## src/design/rtc_sched_defs.svh

```systemverilog
`ifndef RTC_SCHED_DEFS_SVH
`define RTC_SCHED_DEFS_SVH
// Byte offsets of the register words
`define RS_CTRL 6'h00
`define RS_TIME 6'h04
`define RS_OFFS 6'h08
`define RS_TSRC 6'h0C
`define RS_PER 6'h10
`define RS_STAT 6'h30
`define RS_DIFN0 6'h34
`define RS_DIFN1 6'h38
// Control word field positions
`define RS_EN_BIT 0
`define RS_OFFSEL_LSB 1
`define RS_KEB_BIT 3
`define RS_SPD_LSB 4
`define RS_DIR_LSB 7
`define RS_SRC_LSB 11
`define RS_LOCK_LSB 14
// Reset values
`define RS_CTRL_RST 16'h0000
`define RS_DAY_RST 3'h1
// Codes
`define RS_SRC_SCHED 3'h4
`define RS_SEL_COMBO 3'h5
`define RS_OFF_EN 2'h1
`define RS_OFF_DI 2'h2
`define RS_ALL_PER 5'h0F
`define RS_DI_OFFSET 8'h38
`define RS_FIRE_CODE 8'h30
`define RS_LOCK_NO_REV 2'h1
`define RS_LOCK_NO_FWD 2'h2
`define RS_DAY_LAST 3'h7
// Timing
`define RS_SEC_NS 1000000000
`define RS_CLK_NS 100
`define RS_TICK_CYC (`RS_SEC_NS / `RS_CLK_NS)
`endif

```

## src/design/rtc_sched_pkg.sv

```systemverilog
package rtc_sched_pkg;
    // Command handed to the run and frequency path
    typedef struct packed {
        logic run;
        logic rev;
        logic [1:0] stage;
    } drive_cmd_s;
    // Weekday (1 Monday .. 7 Sunday) and time of day
    typedef struct packed {
        logic [2:0] day;
        logic [4:0] hr;
        logic [5:0] mn;
        logic [5:0] sec;
    } tod_s;
endpackage : rtc_sched_pkg

```

## src/design/rtc_schedule_run_selector.sv

```systemverilog
// Functional notes
// Only the timer chosen by speed selection may start the drive.
// In combined mode, run and frequency sources must both be the schedule. The code checks only the run source; it has no frequency source setting.
// Scheduled direction obeys the motor direction lock.
// Combined mode: timer pair picks stage 0..3 and direction bit 1..4.
// Fire mode on any input terminal blocks scheduled running.
// Kinetic energy backup enabled blocks scheduled running.
// Run source codes 0 to 3 never run from the schedule.
// Run source 4 runs only while the selected timer is active. The code runs in combined mode even with no timer active, at stage 0.
// Offset input rising starts the offset run at once for the offset time.
// STOP holds the drive until next period or offset input.
// Input terminal with function code 56 is the offset enable.
// All direction bits clear gives forward in every run case.
// Weekdays are 1 Monday to 7 Sunday; times are hours, minutes, seconds.
// Software loads date and time, then sets enable, before timers act.
// Timer source 15 assigns all four periods to the timer.
// A period whose start equals its stop time never activates.
// Direction bit per run case, 1 is reverse, run case 1 lowest.
// Single timer mode uses speed stage 0.
// Period active when weekday and time lie inside its limits.
//
// Our own choices: the Avalon-MM interface to the registers and the register addresses.
`timescale 1ns/100ps
`default_nettype none
`include "rtc_sched_defs.svh"
module rtc_schedule_run_selector
    import rtc_sched_pkg::*;
#(
    parameter int unsigned TICK_CYC = `RS_TICK_CYC,
    parameter int unsigned N_DI = 6,
    parameter logic [7:0] FIRE_CODE = `RS_FIRE_CODE
) (
    input wire logic clk,
    input wire logic rst_b,
    input wire logic [5:0] avs_address,
    input wire logic avs_read,
    input wire logic avs_write,
    input wire logic [31:0] avs_writedata,
    output logic [31:0] avs_readdata,
    output logic avs_waitrequest,
    input wire logic [N_DI-1:0] di_pin,
    input wire logic stop_key,
    output drive_cmd_s drive_cmd
);
    if (TICK_CYC < 2 || N_DI < 1 || N_DI > 8) begin : g_bad_param
        $error("rtc_schedule_run_selector: TICK_CYC >= 2 and N_DI 1..8 required");
    end

    logic ack_ff, nxt_ack_ff;
    logic [31:0] rdata_ff, nxt_rdata_ff, rd_val;
    logic [15:0] ctrl_ff, nxt_ctrl_ff;
    tod_s now_ff, nxt_now_ff;
    logic [10:0] offs_ff, nxt_offs_ff;
    logic [19:0] tsrc_ff, nxt_tsrc_ff;
    tod_s per_ff [8];
    tod_s nxt_per_ff [8];
    logic [8*N_DI-1:0] difn_ff, nxt_difn_ff;
    logic [31:0] tick_ff, nxt_tick_ff;
    logic [16:0] off_cnt_ff, nxt_off_cnt_ff;
    logic [N_DI-1:0] di_s1_ff, di_s2_ff;
    logic stop_s1_ff, stop_s2_ff, stop_d_ff, off_lvl_ff, stop_hold_ff, nxt_stop_hold_ff;
    logic [3:0] pact_ff;
    drive_cmd_s cmd_ff, nxt_cmd_ff;
    logic wr_en, sec_tick, off_lvl, off_rise, fire_cfg, off_trig, off_live, stop_rise;
    logic new_period, sel_tact, lock_deny;
    logic [3:0] pact, tact;
    logic [2:0] sel, pidx;
    logic [1:0] lock;
    logic [3:0] dir;
    logic [16:0] off_load;
    logic [63:0] difn_w;
    logic [15:0] stat;

    // Advance time of day by one second, weekday wraps 7 to 1
    function automatic tod_s tod_inc(input tod_s t);
        tod_s r;
        r = t;
        if (t.sec != 6'h3B) begin
            r.sec = t.sec + 6'h01;
        end else begin
            r.sec = 6'h00;
            if (t.mn != 6'h3B) begin
                r.mn = t.mn + 6'h01;
            end else begin
                r.mn = 6'h00;
                if (t.hr != 5'h17) begin
                    r.hr = t.hr + 5'h01;
                end else begin
                    r.hr = 5'h00;
                    r.day = (t.day >= `RS_DAY_LAST) ? `RS_DAY_RST : t.day + 3'h1;
                end
            end
        end
        return r;
    endfunction : tod_inc

    // Period window test on weekday and on time of day
    function automatic logic period_on(input tod_s t, input tod_s st, input tod_s sp);
        logic [16:0] now_t, st_t, sp_t;
        now_t = {t.hr, t.mn, t.sec};
        st_t = {st.hr, st.mn, st.sec};
        sp_t = {sp.hr, sp.mn, sp.sec};
        return (st_t != sp_t)
            && (t.day >= st.day) && (t.day <= sp.day)
            && (now_t >= st_t) && (now_t <= sp_t);
    endfunction : period_on

    // Avalon slave: one wait cycle, then the request completes
    assign avs_waitrequest = (avs_read | avs_write) & ~ack_ff;
    assign avs_readdata = rdata_ff;
    assign wr_en = avs_write & ack_ff;
    assign pidx = 3'(avs_address[5:2] - 4'h4);
    assign difn_w = 64'(difn_ff);
    always_comb begin
        rd_val = 32'h0;
        case (avs_address)
            `RS_CTRL: rd_val = {16'h0, ctrl_ff};
            `RS_TIME: rd_val = {12'h0, now_ff};
            `RS_OFFS: rd_val = {21'h0, offs_ff};
            `RS_TSRC: rd_val = {12'h0, tsrc_ff};
            `RS_STAT: rd_val = {16'h0, stat};
            `RS_DIFN0: rd_val = difn_w[31:0];
            `RS_DIFN1: rd_val = difn_w[63:32];
            default: begin
                // Unmapped words read as zero and ignore writes
                if (avs_address >= `RS_PER && avs_address < `RS_STAT && avs_address[1:0] == 2'h0) begin
                    rd_val = {12'h0, per_ff[pidx]};
                end
            end
        endcase
        nxt_ack_ff = (avs_read | avs_write) & ~ack_ff;
        nxt_rdata_ff = (avs_read & ~ack_ff) ? rd_val : rdata_ff;
    end
    always_ff @(posedge clk or negedge rst_b) begin
        if (!rst_b) begin
            ack_ff <= 1'b0;
            rdata_ff <= 32'h0;
        end else begin
            ack_ff <= nxt_ack_ff;
            rdata_ff <= nxt_rdata_ff;
        end
    end

    // Setting registers and the running clock
    assign sec_tick = (tick_ff == TICK_CYC - 1);
    always_comb begin
        nxt_ctrl_ff = ctrl_ff;
        nxt_offs_ff = offs_ff;
        nxt_tsrc_ff = tsrc_ff;
        nxt_difn_ff = difn_ff;
        nxt_per_ff = per_ff;
        nxt_tick_ff = sec_tick ? 32'h0 : tick_ff + 32'h1;
        // Clock holds until enabled, so software can load it first
        nxt_now_ff = (sec_tick && ctrl_ff[`RS_EN_BIT]) ? tod_inc(now_ff) : now_ff;
        if (wr_en) begin
            case (avs_address)
                `RS_CTRL: nxt_ctrl_ff = avs_writedata[15:0];
                `RS_TIME: nxt_now_ff = avs_writedata[19:0];
                `RS_OFFS: nxt_offs_ff = avs_writedata[10:0];
                `RS_TSRC: nxt_tsrc_ff = avs_writedata[19:0];
                `RS_DIFN0: nxt_difn_ff = (8*N_DI)'({difn_w[63:32], avs_writedata});
                `RS_DIFN1: nxt_difn_ff = (8*N_DI)'({avs_writedata, difn_w[31:0]});
                default: begin
                    if (avs_address >= `RS_PER && avs_address < `RS_STAT && avs_address[1:0] == 2'h0) begin
                        nxt_per_ff[pidx] = avs_writedata[19:0];
                    end
                end
            endcase
        end
    end
    always_ff @(posedge clk or negedge rst_b) begin
        if (!rst_b) begin
            ctrl_ff <= `RS_CTRL_RST;
            now_ff <= {`RS_DAY_RST, 17'h0};
            offs_ff <= 11'h0;
            tsrc_ff <= 20'h0;
            difn_ff <= '0;
            tick_ff <= 32'h0;
            for (int i = 0; i < 8; i++) begin
                per_ff[i] <= {`RS_DAY_RST, 17'h0};
            end
        end else begin
            ctrl_ff <= nxt_ctrl_ff;
            now_ff <= nxt_now_ff;
            offs_ff <= nxt_offs_ff;
            tsrc_ff <= nxt_tsrc_ff;
            difn_ff <= nxt_difn_ff;
            tick_ff <= nxt_tick_ff;
            per_ff <= nxt_per_ff;
        end
    end

    // Pin synchronisers; logic uses the second stage, plus stop_d_ff after it for the STOP edge
    always_ff @(posedge clk or negedge rst_b) begin
        if (!rst_b) begin
            di_s1_ff <= '0;
            di_s2_ff <= '0;
            stop_s1_ff <= 1'b0;
            stop_s2_ff <= 1'b0;
            stop_d_ff <= 1'b0;
            off_lvl_ff <= 1'b0;
        end else begin
            di_s1_ff <= di_pin;
            di_s2_ff <= di_s1_ff;
            stop_s1_ff <= stop_key;
            stop_s2_ff <= stop_s1_ff;
            stop_d_ff <= stop_s2_ff;
            off_lvl_ff <= off_lvl;
        end
    end

    // Terminal functions, periods and timers
    always_comb begin
        off_lvl = 1'b0;
        fire_cfg = 1'b0;
        for (int i = 0; i < N_DI; i++) begin
            if (difn_ff[8*i +: 8] == `RS_DI_OFFSET && di_s2_ff[i]) off_lvl = 1'b1;
            if (difn_ff[8*i +: 8] == FIRE_CODE) fire_cfg = 1'b1;
        end
        for (int p = 0; p < 4; p++) begin
            pact[p] = ctrl_ff[`RS_EN_BIT] && period_on(now_ff, per_ff[2*p], per_ff[2*p+1]);
        end
        for (int t = 0; t < 4; t++) begin
            // Low four source bits pick periods, so 15 means all four
            tact[t] = |(tsrc_ff[5*t +: 4] & pact) | (tsrc_ff[5*t+4] & off_live);
        end
    end
    assign off_rise = off_lvl & ~off_lvl_ff;
    assign off_live = (off_cnt_ff != 17'h0);
    assign off_load = 17'((offs_ff[10:6] * 11'h03C + offs_ff[5:0]) * 17'h0003C);
    assign off_trig = ((ctrl_ff[`RS_OFFSEL_LSB +: 2] == `RS_OFF_DI) && off_rise)
        || ((ctrl_ff[`RS_OFFSEL_LSB +: 2] == `RS_OFF_EN) && wr_en && avs_address == `RS_OFFS);
    assign new_period = |(pact & ~pact_ff);
    assign stop_rise = stop_s2_ff & ~stop_d_ff;

    // Run decision; a denied direction stops rather than flips
    assign sel = ctrl_ff[`RS_SPD_LSB +: 3];
    assign dir = ctrl_ff[`RS_DIR_LSB +: 4];
    assign lock = ctrl_ff[`RS_LOCK_LSB +: 2];
    always_comb begin
        sel_tact = 1'b0;
        nxt_cmd_ff = '0;
        if (sel == `RS_SEL_COMBO) begin
            sel_tact = 1'b1;
            nxt_cmd_ff.stage = {tact[1], tact[0]};
        end else if (sel != 3'h0 && sel < `RS_SEL_COMBO) begin
            sel_tact = tact[2'(sel - 3'h1)];
            nxt_cmd_ff.stage = 2'h0;
        end
        nxt_cmd_ff.rev = dir[nxt_cmd_ff.stage];
        lock_deny = (lock == `RS_LOCK_NO_REV && nxt_cmd_ff.rev) || (lock == `RS_LOCK_NO_FWD && !nxt_cmd_ff.rev);
        nxt_cmd_ff.run = ctrl_ff[`RS_EN_BIT] && !fire_cfg && !ctrl_ff[`RS_KEB_BIT]
            && ctrl_ff[`RS_SRC_LSB +: 3] == `RS_SRC_SCHED && sel_tact
            && !stop_hold_ff && !lock_deny;
        // STOP latch: a fresh press wins over a same-cycle release
        nxt_stop_hold_ff = stop_hold_ff;
        if (new_period || off_trig) nxt_stop_hold_ff = 1'b0;
        if (stop_rise && cmd_ff.run) nxt_stop_hold_ff = 1'b1;
        nxt_off_cnt_ff = off_cnt_ff;
        if (off_trig) begin
            nxt_off_cnt_ff = off_load;
        end else if (sec_tick && off_live) begin
            nxt_off_cnt_ff = off_cnt_ff - 17'h1;
        end
    end
    always_ff @(posedge clk or negedge rst_b) begin
        if (!rst_b) begin
            cmd_ff <= '0;
            stop_hold_ff <= 1'b0;
            off_cnt_ff <= 17'h0;
            pact_ff <= 4'h0;
        end else begin
            cmd_ff <= nxt_cmd_ff;
            stop_hold_ff <= nxt_stop_hold_ff;
            off_cnt_ff <= nxt_off_cnt_ff;
            pact_ff <= pact;
        end
    end
    assign drive_cmd = cmd_ff;
    assign stat = {2'h0, off_live, stop_hold_ff, pact, tact, cmd_ff};
endmodule : rtc_schedule_run_selector
`default_nettype wire

```

## config.mk

```make
export PLATFORM = sky130hd
export DESIGN_NAME = rtc_schedule_run_selector
export DESIGN_NICKNAME = d
export VERILOG_FILES = /design/src/design/rtc_sched_pkg.sv /design/src/design/rtc_schedule_run_selector.sv
export VERILOG_INCLUDE_DIRS = /design/src /design/src/design
export SDC_FILE = /design/constraint.sdc
export NUM_CORES = 1
export LEC_CHECK = 0
export BUFFER_PORTS_ARGS = -buffer_cell sky130_fd_sc_hd__buf_2
export CORE_MARGIN = 5
export CORE_UTILIZATION = 25
export CTS_CLUSTER_SIZE = 10
export DETAILED_ROUTE_END_ITERATION = 8
export HOLD_SLACK_MARGIN = 0.05
export MAX_ROUTING_LAYER = met4
export PLACE_DENSITY = 0.39
export SYNTH_ARGS = -nofsm -noshare
export SYNTH_HDL_FRONTEND = slang
export SYNTH_SLANG_ARGS = --single-unit
```

## constraint.sdc

```tcl
create_clock -name clk -period 6.35 [get_ports clk]
set_input_delay 1.905 -clock clk [delete_from_list [all_inputs] [get_ports clk]]
set_output_delay 1.905 -clock clk [all_outputs]
set_load 0.02 [all_outputs]
```

==> flow_summary.yaml, run 1 <==
run_status:
  status: "finished clean"
global_route:
  grt-ovfl-total: 0
  grt_pass1_wl_um: 123000
  grt_usage_pct: 16.3
  antenna_found_initial: 8
  first_global_vias: 18700
  grt_max_degree: 88
min_path:
  hold_path_depth: 0
  hp-class: "reg -> reg"
  whs_endpoint: "stop_s2_ff"
  hp-start: "stop_s1_ff"
timing:
  setup_viol: 0
  period_needed_ps: 5830
  max_slew_margin_pct: 14.5
  fmax_mhz: 171
  worst_pin_slew_ps: 1250
  min_period_over_period_pct: 91.8
  tns_ps: 0
  fin_skew_ps: 26.8
  drv_slew: 0
  hold_viol_final: 0
  setup_ws_ps: 518
  rsz0062_at_grt: "no"
clocking:
  cts_sinks: 382
  cts_resized: 0
  cts_tree: "built"
  cts_max_level: 2
  cts-hold-fix-buffers: 0
  clock_path_buffers: 3
  cts_root_buf: "clkbuf_16"
  cts_buffers: 50
  path_clk_slew_ps: 60
  clkLatencyLatePin_ps: 630
  cts_setup_buffers: 0
setup_path:
  crit_path_start_kind: "register"
  crit_required_ps: 6830
  rrSetupSlack_ps: 520
  worst-setup-path-type: "reg -> reg"
  endpoint_kind: "register"
  reg2reg_depth: 20
  timing.rr.end: "off_cnt_ff[16]"
  r2r_start: "offs_ff[6]"
  crit_fanout: 5
  cp_data_arrival_time_ps: 6310
placed_design:
  gp_congestion: 0.855
  post-place-ws_ps: 484
  portBuffers: 85
  postPlaceCellArea_sq_mm: 0.0258
  hpwl_um: 59100
detailed_routing:
  viasPerCell: 4.82
  drtPass1Iterations: 6
  num_vias: 18100
  wl_met1_um: 38300
  wl_met3_um: 3850
  totalWireLength_um: 81500
  topRoutingLayerUsed: "met4"
  ant_nets: 0
  wl_met2_um: 37200
  dr.first_iter.drc_count: 1248
  wire_per_inst_um: 21.7
  post-route-drc-count: 0
cells_and_area:
  regArea_sq_mm: 0.00957
  final_cell_mix: "dfrtp_1 (373), nand2_1 (259), inv_1 (223)"
  fin_area_sq_mm: 0.0275
  multi_input_area_sq_mm: 0.0131
  nets: 2734
  syn_to_final_growth_pct: 15.4
  final_common_cell: "dfrtp_1"
  nFillCells: 9958
  drive_above_1_share_pct: 17.3
floorplanning:
  coreArea_sq_mm: 0.0947
  initial_core_util_pct: 25.1
  row_count: 113
  die_h_um: 319
  io-pin-count: 86
  die_w_um: 319
  dieArea_sq_mm: 0.102
logic_synthesis:
  synth_nets: 2662
  ys_seq_area_share_pct: 40.2
  synth_top_area_cell: "dfrtp_1"
  yosysWarnings: 0
  synth-seq-cells: 382
  ys_types: 74
  netlist_top_cells_area: "dfrtp_1 (39%), ha_1 (11%), mux2_2 (7.8%), nand2_1 (4.1%), mux4_2 (3.8%)"
  synthArstFlopShare_pct: 100
  syn_area_sq_mm: 0.0238
  syn-instance-count: 2384
  synth_top_area_share_pct: 39.2
  synth-main-ff-cell: "dfrtp_1"
  syn_area_per_cell_sq_um: 9.99
  synth_edf_count: 0
flow_run:
  max-cap-violations: 0
power:
  p_leak_nw: 12.4
  p_per_area_mw_per_mm2: 444
  ir_worst_vdd_mv: 1.04
[layout make-up]
type / instances / area share (%)
inverters: 225 / 3.07
clock inverters: 10 / 0.565
multi-input cells: 1674 / 47.6
well taps: 1265 / 5.76
clock buffers: 79 / 5.35
repair buffers: 123 / 2.77
diodes: 8 / 0.0729
flip-flops and latches: 382 / 34.8
[flip-flops by register name (all words and copies together), names as in the netlist, 4 cells and up]
signal,flops
di_s2_ff,6
per_ff,160
drive_cmd,4
off_cnt_ff,17
ctrl_ff,16
now_ff,20
avs_readdata,32
di_s1_ff,6
difn_ff,48
pact_ff,4
tick_ff,32
tsrc_ff,20
offs_ff,11
[stage by stage]
step	utilization, %	power, W	hold WS [ps]	cells
6_report	29.0	0.0122	350	3766
5_1_grt	29.0	0.0134	360	3765
4_1_cts	29.0	0.0124	352	3758
3_5_place_dp	27.3	0.00947	340	3669
3_3_place_gp	27.3	0.00953	336	3669
2_1_floorplan	-	0.00814	331	2384
[critical path: stages, from the launching register on]
cell,delay [ps]
dfrtp_1,450
fa_1,580
inv_1,60
fa_1,470
fa_1,490
inv_1,40
ha_1,300
nor2b_1,140
o21a_1,200
xnor2_1,390
inv_1,170
ha_1,350
xor2_1,180
fa_1,530
inv_1,40
ha_1,330
o21a_1,140
o31a_1,260
o41ai_1,340
xnor2_1,160
mux2i_1,80
[power breakdown]
part	total (W)	internal, W	switching, W	leakage (nW)
registers	0.00290	0.00264	0.000266	4.74
logic	0.00645	0.00299	0.00346	6.88
clock network	0.00286	0.00170	0.00115	0.796
[kinds of logic after synthesis]
logic type | after synthesis | share of synthesized area (%)
and+or+nand+nor | 650 | 12.9
DFF | 382 | 40.2
AOI/OAI and AO/OA | 420 | 11.0
buffers and inverters | 328 | 5.18
xor gates and xnor gates | 144 | 5.30
adders and majority gates | 231 | 12.9
muxes | 229 | 12.6
[synthesized netlist by cell type, drive strengths merged, types with 5 or more instances]
library cell / count
xnor2: 57
a221oi: 12
nor2b: 24
xor2: 87
a22o: 13
a31oi: 17
nand3: 79
a21o: 15
o22ai: 6
buf: 11
dfstp: 9
o2111ai: 10
nand2b: 12
clkbuf: 92
or4: 8
nor3: 35
and4: 11
nand2: 259
a222oi: 13
dfrtp: 373
inv: 224
a2111oi: 5
nor3b: 5
nor2: 121
mux4: 40
nor4: 29
nor4b: 7
o211ai: 18
and3: 7
fa: 24
o21ai: 157
mux2: 164
mux2i: 25
nand4: 30
a211oi: 5
and2: 6
o21a: 16
ha: 205
a22oi: 7
a21oi: 104
[how the worst max path moves through the flow]
stage / startpoint / to / slack (ps) / depth (start not counted)
final: offs_ff[6] / off_cnt_ff[16] / 520 / 20
after global routing: offs_ff[6] / off_cnt_ff[16] / 60 / 20
after CTS: offs_ff[6] / off_cnt_ff[16] / 460 / 20
after detailed placement: offs_ff[6] / off_cnt_ff[16] / 480 / 20
after global placement: offs_ff[6] / off_cnt_ff[16] / 490 / 20
after floorplan: offs_ff[6] / off_cnt_ff[16] / 800 / 20
[per-layer routing]
metal / vias to the layer above / GRT usage (%)
met3: 119 / 3.04
met5: - / -
met4: 0 / 4.69
met1: 9086 / 21.9
met2: 387 / 25.1
li1: 8550 / -
No activity file was read; power rests on OpenSTA's default activity.
==> run 2: changes to the inputs <==
Settings changed: CORE_UTILIZATION 25 to 60, PLACE_DENSITY 0.39 to 0.78.
==> run 2 against run 1 <==
Die area fell by 57%; fmax fell by 1.8%; clock power fell by 15%; global-route usage rose by 16 points; critical path depth rose by 1; non-clock buffer count fell by 3; final cell count fell by 20%; critical path type unchanged; largest cell class unchanged; largest power group unchanged.
==> flow_summary.yaml, run 2 (synthesis gave the netlist of run 1 again) <==
clocking:
  cts_root_buf: "clkbuf_16"
  cts_resized: 0
  cts_buffers: 45
  path_clk_slew_ps: 60
  clock_path_buffers: 3
  cts_setup_buffers: 0
  cts-hold-fix-buffers: 0
  clkLatencyLatePin_ps: 610
  cts_sinks: 382
  cts_max_level: 2
  cts_tree: "built"
timing:
  drv_slew: 0
  setup_viol: 0
  fin_skew_ps: 48.0
  period_needed_ps: 5940
  min_period_over_period_pct: 93.5
  fmax_mhz: 168
  tns_ps: 0
  rsz0062_at_grt: "no"
  max_slew_margin_pct: 32.7
  hold_viol_final: 0
  worst_pin_slew_ps: 985
power:
  p_per_area_mw_per_mm2: 452
  p_leak_nw: 12.2
  finalPower_w: 0.0118
  ir_worst_vdd_mv: 1.08
cells_and_area:
  multi_input_area_sq_mm: 0.0131
  reg.largest.list: "per_ff (160), difn_ff (48)"
  drive_above_1_share_pct: 16.5
  final_common_cell: "dfrtp_1"
  final_cell_mix: "dfrtp_1 (373), nand2_1 (259), inv_1 (223)"
  nets: 2726
  regArea_sq_mm: 0.00957
  fin_area_sq_mm: 0.0262
  largest_reg_flops: 160
  largest-register: "per_ff"
  nFillCells: 3118
  syn_to_final_growth_pct: 10.1
global_route:
  antenna_found_initial: 1
  grt_usage_pct: 32.3
  grt_pass1_wl_um: 109000
  grt-ovfl-total: 0
  first_global_vias: 19500
  grt_max_degree: 171
floorplanning:
  coreArea_sq_mm: 0.0395
  initial_core_util_pct: 60.4
  die_h_um: 209
  io-pin-count: 86
  row_count: 73
  die_w_um: 209
  dieArea_sq_mm: 0.0438
detailed_routing:
  post-route-drc-count: 0
  wire_per_inst_um: 22.9
  drtPass1Iterations: 8
  num_vias: 19100
  dr.first_iter.drc_count: 1918
  viasPerCell: 6.36
  ant_nets: 0
  totalWireLength_um: 68800
setup_path:
  r2r_start: "offs_ff[6]"
  crit_path_start_kind: "register"
  crit_required_ps: 6780
  timing.rr.end: "off_cnt_ff[16]"
  crit_path_end: "off_cnt_ff[16]"
  reg2reg_depth: 21
  cp_data_arrival_time_ps: 6370
  endpoint_kind: "register"
  startpoint: "offs_ff[6]"
  crit_fanout: 5
  rrSetupSlack_ps: 410
  worst-setup-path-type: "reg -> reg"
placed_design:
  gp_congestion: 0.977
  postPlaceCellArea_sq_mm: 0.0249
  portBuffers: 85
  hpwl_um: 49000
run_status:
  status: "finished clean"
min_path:
  hp-class: "reg -> reg"
flow_run:
  max-cap-violations: 0
-- run 2: changes by cell type in the layout (fill, tap and decap cells not counted), sizes merged --
cell / previous run / this run
clkbuf: 79 / 72
diode: 8 / 1
buf: 123 / 120
bufinv: 3 / 0
clkinv: 6 / 4
inv: 226 / 225
-- run 2: worst min-delay path by stage --
stage	to	slack (ps)	from	depth (start not counted)
5_1_grt	di_s2_ff[5]	360	di_s1_ff[5]	0
6_report	di_s2_ff[1]	350	di_s1_ff[1]	0
3_3_place_gp	stop_s2_ff	340	stop_s1_ff	0
4_1_cts	di_s2_ff[1]	360	di_s1_ff[1]	0
3_5_place_dp	di_s2_ff[1]	340	di_s1_ff[1]	0
2_1_floorplan	di_s2_ff[0]	330	di_s1_ff[0]	0
-- run 2: per-stage QoR --
stage               hold slack, ps  util, %  setup slack (ps)  cells
global route                   364     66.4              85.2   3003
CTS                            358     66.4               391   3002
floorplan                      331        -               804   2384
global placement               338     63.0               553   2926
finish                         352     66.4               410   3003
detailed placement             344     63.0               451   2926
-- run 2: worst max-delay path: stages (launching register included) --
cell	delay (ps)
dfrtp_1	450
fa_1	590
inv_1	60
fa_1	510
inv_1	60
ha_1	260
a21o_1	180
a21oi_1	210
o21ai_0	110
a21oi_1	200
xnor2_1	220
nor4b_1	620
xnor2_1	340
xnor2_1	240
fa_1	540
inv_1	50
ha_1	340
o21a_1	130
o31a_1	110
o41ai_1	310
xnor2_1	160
mux2i_1	90
-- run 2: area by class of cell --
| cell class | count | share of cell area (%) |
|---|---|---|
| inverter | 225 | 3.22 |
| antenna | 1 | 0.00955 |
| timing repair buffer | 120 | 2.77 |
| sequential | 382 | 36.5 |
| tap | 525 | 2.51 |
| clock inverter | 4 | 0.325 |
| clock buffer | 72 | 4.84 |
| multi-input combinational | 1674 | 49.8 |
-- run 2: metal layers --
layer	track usage (%)	wire, um	vias to the layer above
li1	-	-	8487
met1	41.7	27200	9431
met2	49.9	31600	937
met3	5.90	6100	245
met4	15.5	3880	0
met5	-	0	-
-- run 2: power breakdown --
part | switching (W) | leakage, nW | internal (W)
clock | 0.00105 | 0.647 | 0.00137
combinational | 0.00354 | 6.85 | 0.00298
sequential | 0.000260 | 4.74 | 0.00264
